## config.mk

```make
export PLATFORM = sky130hd
export DESIGN_NAME = spcm_console_mgr
export DESIGN_NICKNAME = d
export VERILOG_FILES = /design/src/pkg/spcm_pkg.sv /design/src/hdl/spcm_console_mgr.sv
export SDC_FILE = /design/constraint.sdc
export NUM_CORES = 2
export LEC_CHECK = 0
export ABC_AREA = 1
export BUFFER_PORTS_ARGS = -buffer_cell sky130_fd_sc_hd__buf_2
export CORE_MARGIN = 1
export CORE_UTILIZATION = 55
export DETAILED_ROUTE_END_ITERATION = 16
export HOLD_SLACK_MARGIN = 0.06
export PLACE_DENSITY = 0.74
export SLEW_MARGIN = 10
export SYNTH_ARGS = -nofsm -noshare
export SYNTH_HDL_FRONTEND = slang
export SYNTH_SLANG_ARGS = --single-unit
```

## constraint.sdc

```tcl
create_clock -name core_clk -period 4.3 [get_ports core_clk]
set_clock_uncertainty 0.1 [all_clocks]
set_input_delay 0.43 -clock core_clk [delete_from_list [all_inputs] [get_ports core_clk]]
set_output_delay 0.43 -clock core_clk [all_outputs]
set_load 0.05 [all_outputs]
```

## src/pkg/spcm_pkg.sv

```systemverilog
/*
 Shared types and constants of the serial path console manager.
 Assumes one 10 MHz core clock; strings arrive one character per cycle.
*/
package spcm_pkg;
    // Gray order along the usual fall-back path
    typedef enum logic [1:0] {
        MODE_THROUGH = 2'b00,
        MODE_SNOOP = 2'b01,
        MODE_SOFT = 2'b11,
        MODE_FIRM = 2'b10
    } spcm_mode_type;

    typedef enum logic [2:0] {
        SEL_ESC = 3'h0,
        SEL_DIAL = 3'h1,
        SEL_INIT = 3'h2,
        SEL_PASS = 3'h3,
        SEL_VERIFY = 3'h4,
        SEL_USER = 3'h5,
        SEL_ALERT = 3'h6,
        SEL_LOGOUT = 3'h7
    } spcm_sel_type;

    typedef enum logic [1:0] {
        CMD_IDLE = 2'b00,
        CMD_INIT = 2'b01,
        CMD_DIAL = 2'b11,
        CMD_ALERT = 2'b10
    } spcm_cmd_type;

    typedef struct packed {
        logic valid;
        logic [7:0] data;
    } spcm_char_type;

    typedef struct packed {
        logic wr;
        spcm_sel_type sel;
        logic [7:0] ch;
        logic last;
    } spcm_cfg_type;

    localparam int ESC_MAX = 14;
    localparam int INIT_MAX = 31;
    localparam int PASS_MAX = 14;
    localparam int USER_MAX = 63;
    localparam int DIAL_MAX = 31;
    localparam int ALERT_MAX = 31;
    localparam logic [3:0] LOGOUT_RST = 4'h2;
    localparam logic [6:0] MIN_PER_TENS = 7'h0a;
    localparam int CLK_HZ = 10_000_000;
    localparam int SEC_PER_MIN = 60;
    localparam int CYC_PER_MIN_DEF = CLK_HZ * SEC_PER_MIN;
endpackage

```

## src/hdl/spcm_console_mgr.sv

```systemverilog
/*
 Serial path console manager: path routing, entry detection, stored strings,
 session control, idle logout and modem command streaming.
 Assumes inputs synchronous to core_clk and a firmware console on fwMode*.
*/
`timescale 1ns/1ns
module spcm_console_mgr
    import spcm_pkg::*;
#(
    parameter int CYC_PER_MIN = CYC_PER_MIN_DEF
) (
    input wire logic core_clk,
    input wire logic nrst,
    input wire spcm_char_type hostIn,
    output logic hostReady,
    output spcm_char_type modemOut,
    input wire logic modemReady,
    output logic bypassRoute,
    output logic remoteMgmtEn,
    input wire logic fwModeWr,
    input wire spcm_mode_type fwModeVal,
    output spcm_mode_type serialPathMode,
    input wire logic hostPowerOn,
    input wire logic alertIn,
    input wire logic carrierDetect,
    input wire logic modemRxActive,
    input wire logic localEntryReq,
    input wire logic sessionQuit,
    output logic sessActive,
    output logic sessRemote,
    output logic hangupPulse,
    input wire spcm_cfg_type cfgIn,
    output spcm_char_type echoOut,
    output logic passSet,
    output logic passErr,
    input wire logic enableRemote,
    input wire logic hostFlowSetting,
    output logic modemFlowCfg,
    output logic modemCdEn,
    output spcm_char_type modemCmd,
    input wire logic modemCmdReady,
    input wire logic [5:0] userRdIdx,
    output logic [7:0] userRdChar,
    output logic [5:0] userLen,
    output logic [3:0] logoutTens
);
    function automatic logic [7:0] toUpper(input logic [7:0] c);
        return (c >= 8'h61 && c <= 8'h7a) ? (c - 8'h20) : c;
    endfunction

    function automatic logic [5:0] strMax(input spcm_sel_type s);
        unique case (s)
            SEL_ESC, SEL_PASS, SEL_VERIFY: return 6'(ESC_MAX);
            SEL_DIAL: return 6'(DIAL_MAX);
            SEL_INIT: return 6'(INIT_MAX);
            SEL_ALERT: return 6'(ALERT_MAX);
            SEL_USER: return 6'(USER_MAX);
            SEL_LOGOUT: return 6'h01;
        endcase
    endfunction

    spcm_mode_type mode_reg, mode_next;
    logic carrier_reg, alert_reg;
    logic sessActive_reg, sessActive_next, sessRemote_reg, sessRemote_next;
    logic [7:0] escArr[ESC_MAX], dialArr[DIAL_MAX], alertArr[ALERT_MAX];
    logic [7:0] initArr[INIT_MAX], passArr[PASS_MAX], userArr[USER_MAX];
    logic [5:0] wrIdx_reg, wrIdx_next, escLen_reg, escLen_next, dialLen_reg, dialLen_next;
    logic [5:0] alertLen_reg, alertLen_next, initLen_reg, initLen_next;
    logic [5:0] passLen_reg, passLen_next, userLen_reg, userLen_next;
    logic mism_reg, mism_next, passSet_reg, passSet_next, passErr_reg, passErr_next;
    logic [3:0] logout_reg, logout_next;
    spcm_char_type echo_reg, echo_next;
    logic [7:0] cfgCh;
    logic fits, mismNow;
    logic [5:0] cnt;
    logic [3:0] match_reg, match_next;
    logic obs, escHit, remoteOk, carrierFall, alertRise;
    logic [31:0] cyc_reg, cyc_next;
    logic [6:0] min_reg, min_next, minLimit;
    logic timeout, hangup_reg;
    logic [1:0] bufCnt_reg, bufCnt_next;
    logic [7:0] buf0_reg, buf0_next, buf1_reg, buf1_next;
    logic push, pop;
    spcm_cmd_type cmd_reg, cmd_next;
    logic [5:0] cmdIdx_reg, cmdIdx_next, cmdLen;
    logic flow_reg, flow_next, cdEn_reg, cdEn_next;

    assign carrierFall = carrier_reg && !carrierDetect;
    assign alertRise = alertIn && !alert_reg;

    // Path mode
    always_comb begin
        mode_next = mode_reg;
        if (fwModeWr) begin
            mode_next = fwModeVal;
        end else if (mode_reg == MODE_SOFT && (alertIn || carrierFall)) begin
            mode_next = MODE_SNOOP;
        end else if (mode_reg == MODE_SOFT && !hostPowerOn) begin
            mode_next = MODE_SNOOP;
        end
    end

    // Session: one at a time; local entry accepted in every mode while no session is active
    always_comb begin
        sessActive_next = sessActive_reg;
        sessRemote_next = sessRemote_reg;
        if (sessActive_reg) begin
            if (sessionQuit || timeout || (sessRemote_reg &&
                    (carrierFall || mode_reg == MODE_FIRM))) begin
                sessActive_next = 1'b0;
                sessRemote_next = 1'b0;
            end
        end else if (localEntryReq) begin
            sessActive_next = 1'b1;
        end else if (escHit && remoteOk) begin
            sessActive_next = 1'b1;
            sessRemote_next = 1'b1;
        end
    end

    always_ff @(posedge core_clk) begin
        if (!nrst) begin
            mode_reg <= MODE_THROUGH;
            carrier_reg <= 1'b0;
            alert_reg <= 1'b0;
            sessActive_reg <= 1'b0;
            sessRemote_reg <= 1'b0;
        end else begin
            mode_reg <= mode_next;
            carrier_reg <= carrierDetect;
            alert_reg <= alertIn;
            sessActive_reg <= sessActive_next;
            sessRemote_reg <= sessRemote_next;
        end
    end

    // Entry sequence scan; in tap mode every character is seen, never stalled
    assign obs = (mode_reg == MODE_THROUGH) ? push :
        (mode_reg == MODE_SNOOP) && hostIn.valid;
    assign escHit = obs && escLen_reg != 6'h00 && hostIn.data == escArr[match_reg] &&
        6'(match_reg) + 6'h01 == escLen_reg;
    // Soft and firm bypass refuse remote entry; a password must exist
    assign remoteOk = passSet_reg && !sessActive_reg &&
        (mode_reg == MODE_THROUGH || mode_reg == MODE_SNOOP);

    always_comb begin
        match_next = match_reg;
        if (escLen_reg == 6'h00 || escHit) begin
            match_next = 4'h0;
        end else if (obs) begin
            match_next = (hostIn.data == escArr[match_reg]) ? match_reg + 4'h1 : 4'h0;
        end
    end

    // Configuration strings
    assign cfgCh = (cfgIn.sel == SEL_DIAL || cfgIn.sel == SEL_INIT) ?
        toUpper(cfgIn.ch) : cfgIn.ch;
    assign fits = wrIdx_reg < strMax(cfgIn.sel);
    assign cnt = fits ? wrIdx_reg + 6'h01 : wrIdx_reg;
    assign mismNow = mism_reg || wrIdx_reg >= passLen_reg ||
        passArr[wrIdx_reg[3:0]] != cfgIn.ch;

    always_comb begin
        wrIdx_next = wrIdx_reg;
        escLen_next = escLen_reg;
        dialLen_next = dialLen_reg;
        alertLen_next = alertLen_reg;
        initLen_next = initLen_reg;
        passLen_next = passLen_reg;
        userLen_next = userLen_reg;
        mism_next = mism_reg;
        passSet_next = passSet_reg;
        passErr_next = 1'b0;
        logout_next = logout_reg;
        // No echo while a password is typed
        echo_next.valid = cfgIn.wr && cfgIn.sel != SEL_PASS && cfgIn.sel != SEL_VERIFY;
        echo_next.data = cfgCh;
        if (cfgIn.wr) begin
            wrIdx_next = cfgIn.last ? 6'h00 : cnt;
            if (cfgIn.sel == SEL_ESC && wrIdx_reg == 6'h00) begin
                escLen_next = 6'h00;
            end
            if (cfgIn.sel == SEL_VERIFY) begin
                mism_next = mismNow;
            end
            if (cfgIn.last) begin
                mism_next = 1'b0;
                unique case (cfgIn.sel)
                    SEL_ESC: escLen_next = cnt;
                    SEL_DIAL: dialLen_next = cnt;
                    SEL_ALERT: alertLen_next = cnt;
                    SEL_INIT: initLen_next = cnt;
                    SEL_USER: userLen_next = cnt;
                    SEL_PASS: begin
                        passLen_next = cnt;
                        passSet_next = 1'b0;
                    end
                    SEL_VERIFY: begin
                        passSet_next = !mismNow && cnt == passLen_reg;
                        passErr_next = mismNow || cnt != passLen_reg;
                    end
                    SEL_LOGOUT: begin
                        if (cfgIn.ch >= 8'h30 && cfgIn.ch <= 8'h39) begin
                            logout_next = cfgIn.ch[3:0];
                        end
                    end
                endcase
            end
        end
    end

    // Arrays are plain storage; chars past the limit are dropped
    always_ff @(posedge core_clk) begin
        if (cfgIn.wr && fits) begin
            unique case (cfgIn.sel)
                SEL_ESC: escArr[wrIdx_reg[3:0]] <= cfgCh;
                SEL_DIAL: dialArr[wrIdx_reg[4:0]] <= cfgCh;
                SEL_ALERT: alertArr[wrIdx_reg[4:0]] <= cfgCh;
                SEL_INIT: initArr[wrIdx_reg[4:0]] <= cfgCh;
                SEL_PASS: passArr[wrIdx_reg[3:0]] <= cfgCh;
                SEL_USER: userArr[wrIdx_reg] <= cfgCh;
                SEL_VERIFY, SEL_LOGOUT: ;
            endcase
        end
    end

    always_ff @(posedge core_clk) begin
        if (!nrst) begin
            wrIdx_reg <= 6'h00;
            escLen_reg <= 6'h00;
            dialLen_reg <= 6'h00;
            alertLen_reg <= 6'h00;
            initLen_reg <= 6'h00;
            passLen_reg <= 6'h00;
            userLen_reg <= 6'h00;
            mism_reg <= 1'b0;
            passSet_reg <= 1'b0;
            passErr_reg <= 1'b0;
            logout_reg <= LOGOUT_RST;
            echo_reg <= '0;
            match_reg <= 4'h0;
        end else begin
            wrIdx_reg <= wrIdx_next;
            escLen_reg <= escLen_next;
            dialLen_reg <= dialLen_next;
            alertLen_reg <= alertLen_next;
            initLen_reg <= initLen_next;
            passLen_reg <= passLen_next;
            userLen_reg <= userLen_next;
            mism_reg <= mism_next;
            passSet_reg <= passSet_next;
            passErr_reg <= passErr_next;
            logout_reg <= logout_next;
            echo_reg <= echo_next;
            match_reg <= match_next;
        end
    end

    // Idle logout: minute prescaler then a minute count; zero setting never fires
    assign minLimit = 7'(logout_reg) * MIN_PER_TENS;
    assign timeout = sessRemote_reg && logout_reg != 4'h0 && min_reg == minLimit;

    always_comb begin
        cyc_next = cyc_reg + 32'h1;
        min_next = min_reg;
        if (!sessRemote_reg || modemRxActive) begin
            cyc_next = 32'h0;
            min_next = 7'h00;
        end else if (cyc_reg == 32'(CYC_PER_MIN - 1)) begin
            cyc_next = 32'h0;
            if (min_reg != minLimit) begin
                min_next = min_reg + 7'h01;
            end
        end
    end

    // Two-entry buffer on the pass-through path; a modem stall backs up to the host
    assign push = hostIn.valid && hostReady && mode_reg == MODE_THROUGH;
    assign pop = modemOut.valid && modemReady;

    always_comb begin
        bufCnt_next = bufCnt_reg + 2'(push) - 2'(pop);
        buf0_next = buf0_reg;
        buf1_next = buf1_reg;
        if (pop) begin
            buf0_next = buf1_reg;
        end
        if (push) begin
            if (bufCnt_reg - 2'(pop) == 2'h0) begin
                buf0_next = hostIn.data;
            end else begin
                buf1_next = hostIn.data;
            end
        end
    end

    // Modem command stream: init on enable, dial then alert on an alert
    always_comb begin
        cmd_next = cmd_reg;
        cmdIdx_next = cmdIdx_reg;
        flow_next = flow_reg;
        cdEn_next = cdEn_reg;
        unique case (cmd_reg)
            CMD_IDLE: begin
                if (enableRemote && passSet_reg && initLen_reg != 6'h00 &&
                        mode_reg != MODE_FIRM) begin
                    cmd_next = CMD_INIT;
                    flow_next = hostFlowSetting;
                    cdEn_next = 1'b1;
                end else if (alertRise && mode_reg != MODE_FIRM && !sessActive_reg &&
                        dialLen_reg != 6'h00) begin
                    cmd_next = CMD_DIAL;
                end
            end
            CMD_INIT, CMD_DIAL, CMD_ALERT: begin
                if (modemCmdReady) begin
                    cmdIdx_next = cmdIdx_reg + 6'h01;
                    if (cmdIdx_next == cmdLen) begin
                        cmdIdx_next = 6'h00;
                        cmd_next = (cmd_reg == CMD_DIAL && alertLen_reg != 6'h00) ?
                            CMD_ALERT : CMD_IDLE;
                    end
                end
            end
        endcase
    end

    always_comb begin
        cmdLen = initLen_reg;
        modemCmd.data = initArr[cmdIdx_reg[4:0]];
        if (cmd_reg == CMD_DIAL) begin
            cmdLen = dialLen_reg;
            modemCmd.data = dialArr[cmdIdx_reg[4:0]];
        end else if (cmd_reg == CMD_ALERT) begin
            cmdLen = alertLen_reg;
            modemCmd.data = alertArr[cmdIdx_reg[4:0]];
        end
        modemCmd.valid = cmd_reg != CMD_IDLE;
    end

    always_ff @(posedge core_clk) begin
        if (!nrst) begin
            cyc_reg <= 32'h0;
            min_reg <= 7'h00;
            hangup_reg <= 1'b0;
            bufCnt_reg <= 2'h0;
            buf0_reg <= 8'h00;
            buf1_reg <= 8'h00;
            cmd_reg <= CMD_IDLE;
            cmdIdx_reg <= 6'h00;
            flow_reg <= 1'b0;
            cdEn_reg <= 1'b0;
        end else begin
            cyc_reg <= cyc_next;
            min_reg <= min_next;
            hangup_reg <= timeout;
            bufCnt_reg <= bufCnt_next;
            buf0_reg <= buf0_next;
            buf1_reg <= buf1_next;
            cmd_reg <= cmd_next;
            cmdIdx_reg <= cmdIdx_next;
            flow_reg <= flow_next;
            cdEn_reg <= cdEn_next;
        end
    end

    assign hostReady = (mode_reg == MODE_THROUGH) ? bufCnt_reg != 2'h2 : 1'b1;
    assign modemOut.valid = bufCnt_reg != 2'h0;
    assign modemOut.data = buf0_reg;
    assign bypassRoute = mode_reg != MODE_THROUGH;
    assign remoteMgmtEn = mode_reg != MODE_FIRM;
    assign serialPathMode = mode_reg;
    assign sessActive = sessActive_reg;
    assign sessRemote = sessRemote_reg;
    assign hangupPulse = hangup_reg;
    assign echoOut = echo_reg;
    assign passSet = passSet_reg;
    assign passErr = passErr_reg;
    assign modemFlowCfg = flow_reg;
    assign modemCdEn = cdEn_reg;
    assign userRdChar = (userRdIdx < userLen_reg) ? userArr[userRdIdx] : 8'h00;
    assign userLen = userLen_reg;
    assign logoutTens = logout_reg;
endmodule

```

Yosys cells after proc, flatten, opt, wreduce, memory -nomap -nowiden
Memories as Yosys holds them, arrays and structs flattened. A register that Yosys moved wholly into a read port is not among the register bits.
Index checks and enable logic that the tools add are counted.
Operators by class
  bitwise logic cells: 2
  muxes and demuxes: 67
  reduce and logical (&&, ||, !) cells: 85
  add/subtract/negate cells: 10
  order comparisons: 7
  equal/unequal tests: 31
  $mul: 1
Operator list (number)
  8-bit two-way mux: 8
  6-bit two-way mux: 8
  32-bit by 1-bit adder with 32-bit output, second input constant: 1
  32-bit by 30-bit equality test with 1-bit output, second input constant: 1
  1-bit logical AND: 31
  1-bit two-way mux: 30
  5-bit two-way mux: 6
  3-bit AND reduction: 8
  6-bit nonzero test: 4
  4-bit two-way mux: 5
  2-bit two-way mux: 8
  6-bit by 1-bit adder with 6-bit output, second input constant: 2
  3-bit equality test, second input constant: 4
  6-bit equality test: 2
  6-bit zero test: 2
  6-bit less-than comparator: 2
  2-bit nonzero test: 6
  1-bit logical OR: 11
  2-bit AND reduction: 5
  2-bit equality test, second input constant: 4
  8-bit equality test: 1
  8-bit by 6-bit >= comparator with 1-bit output, second input constant: 1
  8-bit by 7-bit >= comparator with 1-bit output, second input constant: 1
  8-bit by 6-bit less-or-equal comparator with 1-bit output, second input constant: 1
  32 further kinds: 51
Storage, ports and cells
  memory bits (writable): 1472
  bits of input ports: 43
  output and inout bits: 57
  logic and storage cells: 239
  bits in read-only memories: 48
  register bits after elaboration: 136
  memories kept: 7
Memory list
  userArr: depth 63, width 8, rd ports 1, clocked after Yosys merged registers in 0, wr ports 1, line spcm_console_mgr.sv:66  | logic [7:0] initArr[INIT_MAX], passArr[PASS_MAX], userArr[USER_MAX];
  alertArr: depth 31, width 8, rd ports 1, clocked after Yosys merged registers in 1, wr ports 1, line spcm_console_mgr.sv:65  | logic [7:0] escArr[ESC_MAX], dialArr[DIAL_MAX], alertArr[ALERT_MAX];
  dialArr: depth 31, width 8, rd ports 1, clocked after Yosys merged registers in 1, wr ports 1, line spcm_console_mgr.sv:65
  initArr: depth 31, width 8, rd ports 1, clocked after Yosys merged registers in 1, wr ports 1, line spcm_console_mgr.sv:66
  escArr: depth 14, width 8, rd ports 1, clocked after Yosys merged registers in 1, wr ports 1, line spcm_console_mgr.sv:65
  passArr: depth 14, width 8, rd ports 1, clocked after Yosys merged registers in 1, wr ports 1, line spcm_console_mgr.sv:66
  1 more memories

Longest topological paths before layout
  depth in word-level cells: 12
  depth in mapped cells: 17

Worst setup path before layout
No wires, ideal clock.
  path type: input to register
  start: in cfgIn[9] (netlist name)
  end: mem alertArr[0][7] (data pin)
  path buffers: 0
  arrival: 3.498 ns
  stages on the path: 8
  slack: 0.057 ns
  library setup time: 0.645 ns
  required time: 3.555 ns
  path through: inv_1 ha_1 inv_1 nor2_1 nor2_1 nor4_1 o2111ai_1 nand2_1
Between the ends
  longest elaborated chain between the ends: 3
RTL lines
  start, declared: line spcm_console_mgr.sv:32  | input wire spcm_cfg_type cfgIn,
  3-bit by 1-bit equality test with 1-bit output / 3-bit by 2-bit equality test with 1-bit output (equally long branches): line spcm_console_mgr.sv:156  | assign cfgCh = (cfgIn.sel == SEL_DIAL || cfgIn.sel == SEL_INIT) ?
  1-bit logical OR *: line spcm_console_mgr.sv:156
  8-bit two-way mux *: line spcm_console_mgr.sv:156
  via cfgCh[7]: line spcm_console_mgr.sv:73  | logic [7:0] cfgCh;
  end, declared: line spcm_console_mgr.sv:65
The timed path passes the listed nets; every way through them passes the cells marked *.

==> impl_results.md <==
* Post-synthesis cell count at 5,855
* Max-cap violations at 0
* Clock buffer depth at 3
* Count leader, synth: edfxtp_1
* Total Routing Usage GR at 28.7%
* Share of cells above drive strength 1 at 9.43%
* R2r setup slk at 0.67 ns
* Routed via count at 47,000
* Post-route minimum period at 4.22 ns
* Worst Path Arrival at 3.69 ns
* GP Congestion at 0.915
* Fmax at 237 MHz
* Pre-Repair DR Iteration Count at 6
* DRC viols at 0
* Worst-Margin Slew at 1.00 ns
* Root buf cell: clkbuf_16
* Register area share after synthesis at 70.5%
* 1st-iter DRT viols at 6,466
* Initial core utilization at 55.6%
* Net Count, Synth at 5,932
* Final setup vio count at 0
* Req. time, crit path at 3.77 ns
* CP Max Fanout at 150
* Number of synthesized flops with an enable pin at 1,472
* Placed Area at 69,800 µm²
* WL met1 at 68.5 mm
* Hold path depth at 4
* RSZ-0062 raised after global routing: no
* FF-to-FF End: sessRemote
* Rel. slew slack at 33.1%
* Design Area, Final at 75,300 µm²
* Clk slew on worst S/H paths at 0.06 ns
* DR WL met3 at 19.5 mm
* Synth top area share at 66.0%
* WL met2 at 81.7 mm
* Port Buf Inserts at 99
* Top cells by area, synth: edfxtp_1, o21ai_0, nor2_1
* Pwr Density at 466 nW/µm²
* Yosys reg bits at 1,621
* YS warnings at 0
* Core area at 120,000 µm²
* Synth cell count leaders: edfxtp_1, nor2_1, nand2_1
* Post-synth ARST share at 0%
* Row count at 127
* Synth cell types at 53
* Final nets at 6,065
* Largest area contributor in the synthesized netlist: edfxtp_1
* Final core utilization at 62.6%
* Largest net degree at the start of global routing at 170
* Worst Setup End Kind: output pin
* Period utilization at 98.2%
* Syn Area/Cell at 11.4 µm²
* Top Ports at 100
* CTS tree: done
* Die Height at 351 µm
* Die area at 123,000 µm²
* Post-synth top flop: edfxtp_1
* Final Max Slew Viols at 0
* Post-CTS setup buffers at 0
* Post-DP HPWL at 108 mm
* Clock latency at the later pin of the worst-skew pair at 0.78 ns
* Critical path launch point type: flip-flop
* H-tree depth at 4
* Number of CTS-inserted buffers at 155
* P&R area growth vs syn at 12.5%
* Status: complete, no violations
* P_leak at 0.0261 µW
* Max IR drop VDD at 527 µV
* Vias in the first global route at 45,100
* Max FFs per register at 504
* Final TNS setup at 0 ns
* Die X at 351 µm
* Initial antenna violation count at 4
* Highest Signal Layer: met5
* Clk sink count at 1,621
* Hold Path Class: input pin to flip-flop
* Overall routed net length at 177 mm
* Critical path endpoint: modemCmd[2]
* Count of final hold-check violations at 0
* Vias per cell at 6.08
* Antenna-violating nets left at 0
* Largest Register: userArr
* First-pass GRT wire length at 266 mm
* Avg WL per Cell at 22.9 µm
* Synthesized cell area at 66,900 µm²
* Class of the most critical setup path: flip-flop to output pin
* Grt ovf at 0
* Worst Reg-to-Reg Cells at 13
## critical path, cell delays in order, from the launching register on
cell and delay, ns:
dfxtp_4 0.57, buf_16 0.41, o21ai_0 0.20, o22ai_1 0.29, nor2_1 0.09, o311ai_0 0.49, buf_4 0.23, nand3_1 0.06
nand3_1 0.12, buf_2 0.28
## kinds of logic after synthesis
group,synth area share [%]
AND/OR/NAND/NOR,13.1
adder cells (fa/ha/maj),0.647
buffers and inverters,4.02
XOR/XNOR,0.458
AO/OA/AOI/OAI,11.3
flip-flops,70.5
## placed cells by master, fill, tap and decap left out, types with 9 or more instances in the layout
master and count:
inv_6 11, nor2_1 887, nand4_1 20, clkinvlp_4 9, a31oi_1 15, buf_12 18
o21ai_0 714, nand2_1 801, dfxtp_1 145, clkbuf_16 162, dlygate4sd3_1 35, nand3_1 340
edfxtp_1 1472, inv_2 12, o221ai_1 78, clkbuf_1 28, inv_1 314, o311ai_0 14
o22ai_1 191, bufinv_16 17, clkinv_1 31, nor4_1 12, xor2_1 25, nor3_1 23
xnor2_1 10, clkinv_2 32, buf_4 175, ha_1 33, o211ai_1 43, a21oi_1 251
buf_2 92
## stage by stage
stage | std cells | total power (µW) | hold WS [ns] | worst slack, ns
5_1_grt | 7731 | 36000 | 0.104 | 0.0217
4_1_cts | 7731 | 35100 | 0.0607 | 0.0224
3_3_place_gp | 7408 | 21400 | 0.323 | 0.515
3_5_place_dp | 7408 | 21500 | 0.338 | 0.373
2_1_floorplan | 5855 | 20100 | 0.313 | 0.0569
6_report | 7732 | 35100 | 0.102 | 0.0792
## layer usage
metal / vias up / GRT usage, %
li1: 21200 / -
met1: 22500 / 38.5
met3: 453 / 6.37
met5: - / 0
met2: 2890 / 45.0
met4: 4 / 12.7
## worst min path at each step
stage               slack [ns]           end        from
floorplan                 0.31    cyc_reg[0]  cyc_reg[0]
global placement          0.32    cyc_reg[0]  cyc_reg[0]
detailed placement        0.34    cyc_reg[0]  cyc_reg[0]
CTS                       0.06       passSet   cfgIn[12]
global route              0.10  match_reg[1]   hostIn[8]
finish                    0.10  match_reg[1]   hostIn[8]
## area by class of cell
type	instances	area [µm²]
Antenna cell	1	2.50
Fill cell	8914	45000
Sequential cell	1621	47200
Inverter	337	1300
Clock buffer	194	4210
Multi-Input combinational cell	3546	17100
Timing Repair Buffer	327	2580
Tap cell	1612	2020
Clock inverter	94	931
## power breakdown
| group | switching, µW | internal [µW] | total (µW) |
|---|---|---|---|
| logic | 2890 | 1050 | 3940 |
| clock network | 5820 | 7990 | 13800 |
| registers | 98.4 | 17300 | 17400 |
## timing repair
item | CTS | global route
hold buffers | 35 | 0
setup endpoints to repair | 0 | 5
endpoints found under the hold margin | 138 | 0
gates resized for setup | 0 | 8
No activity file was read; power rests on OpenSTA's default activity.
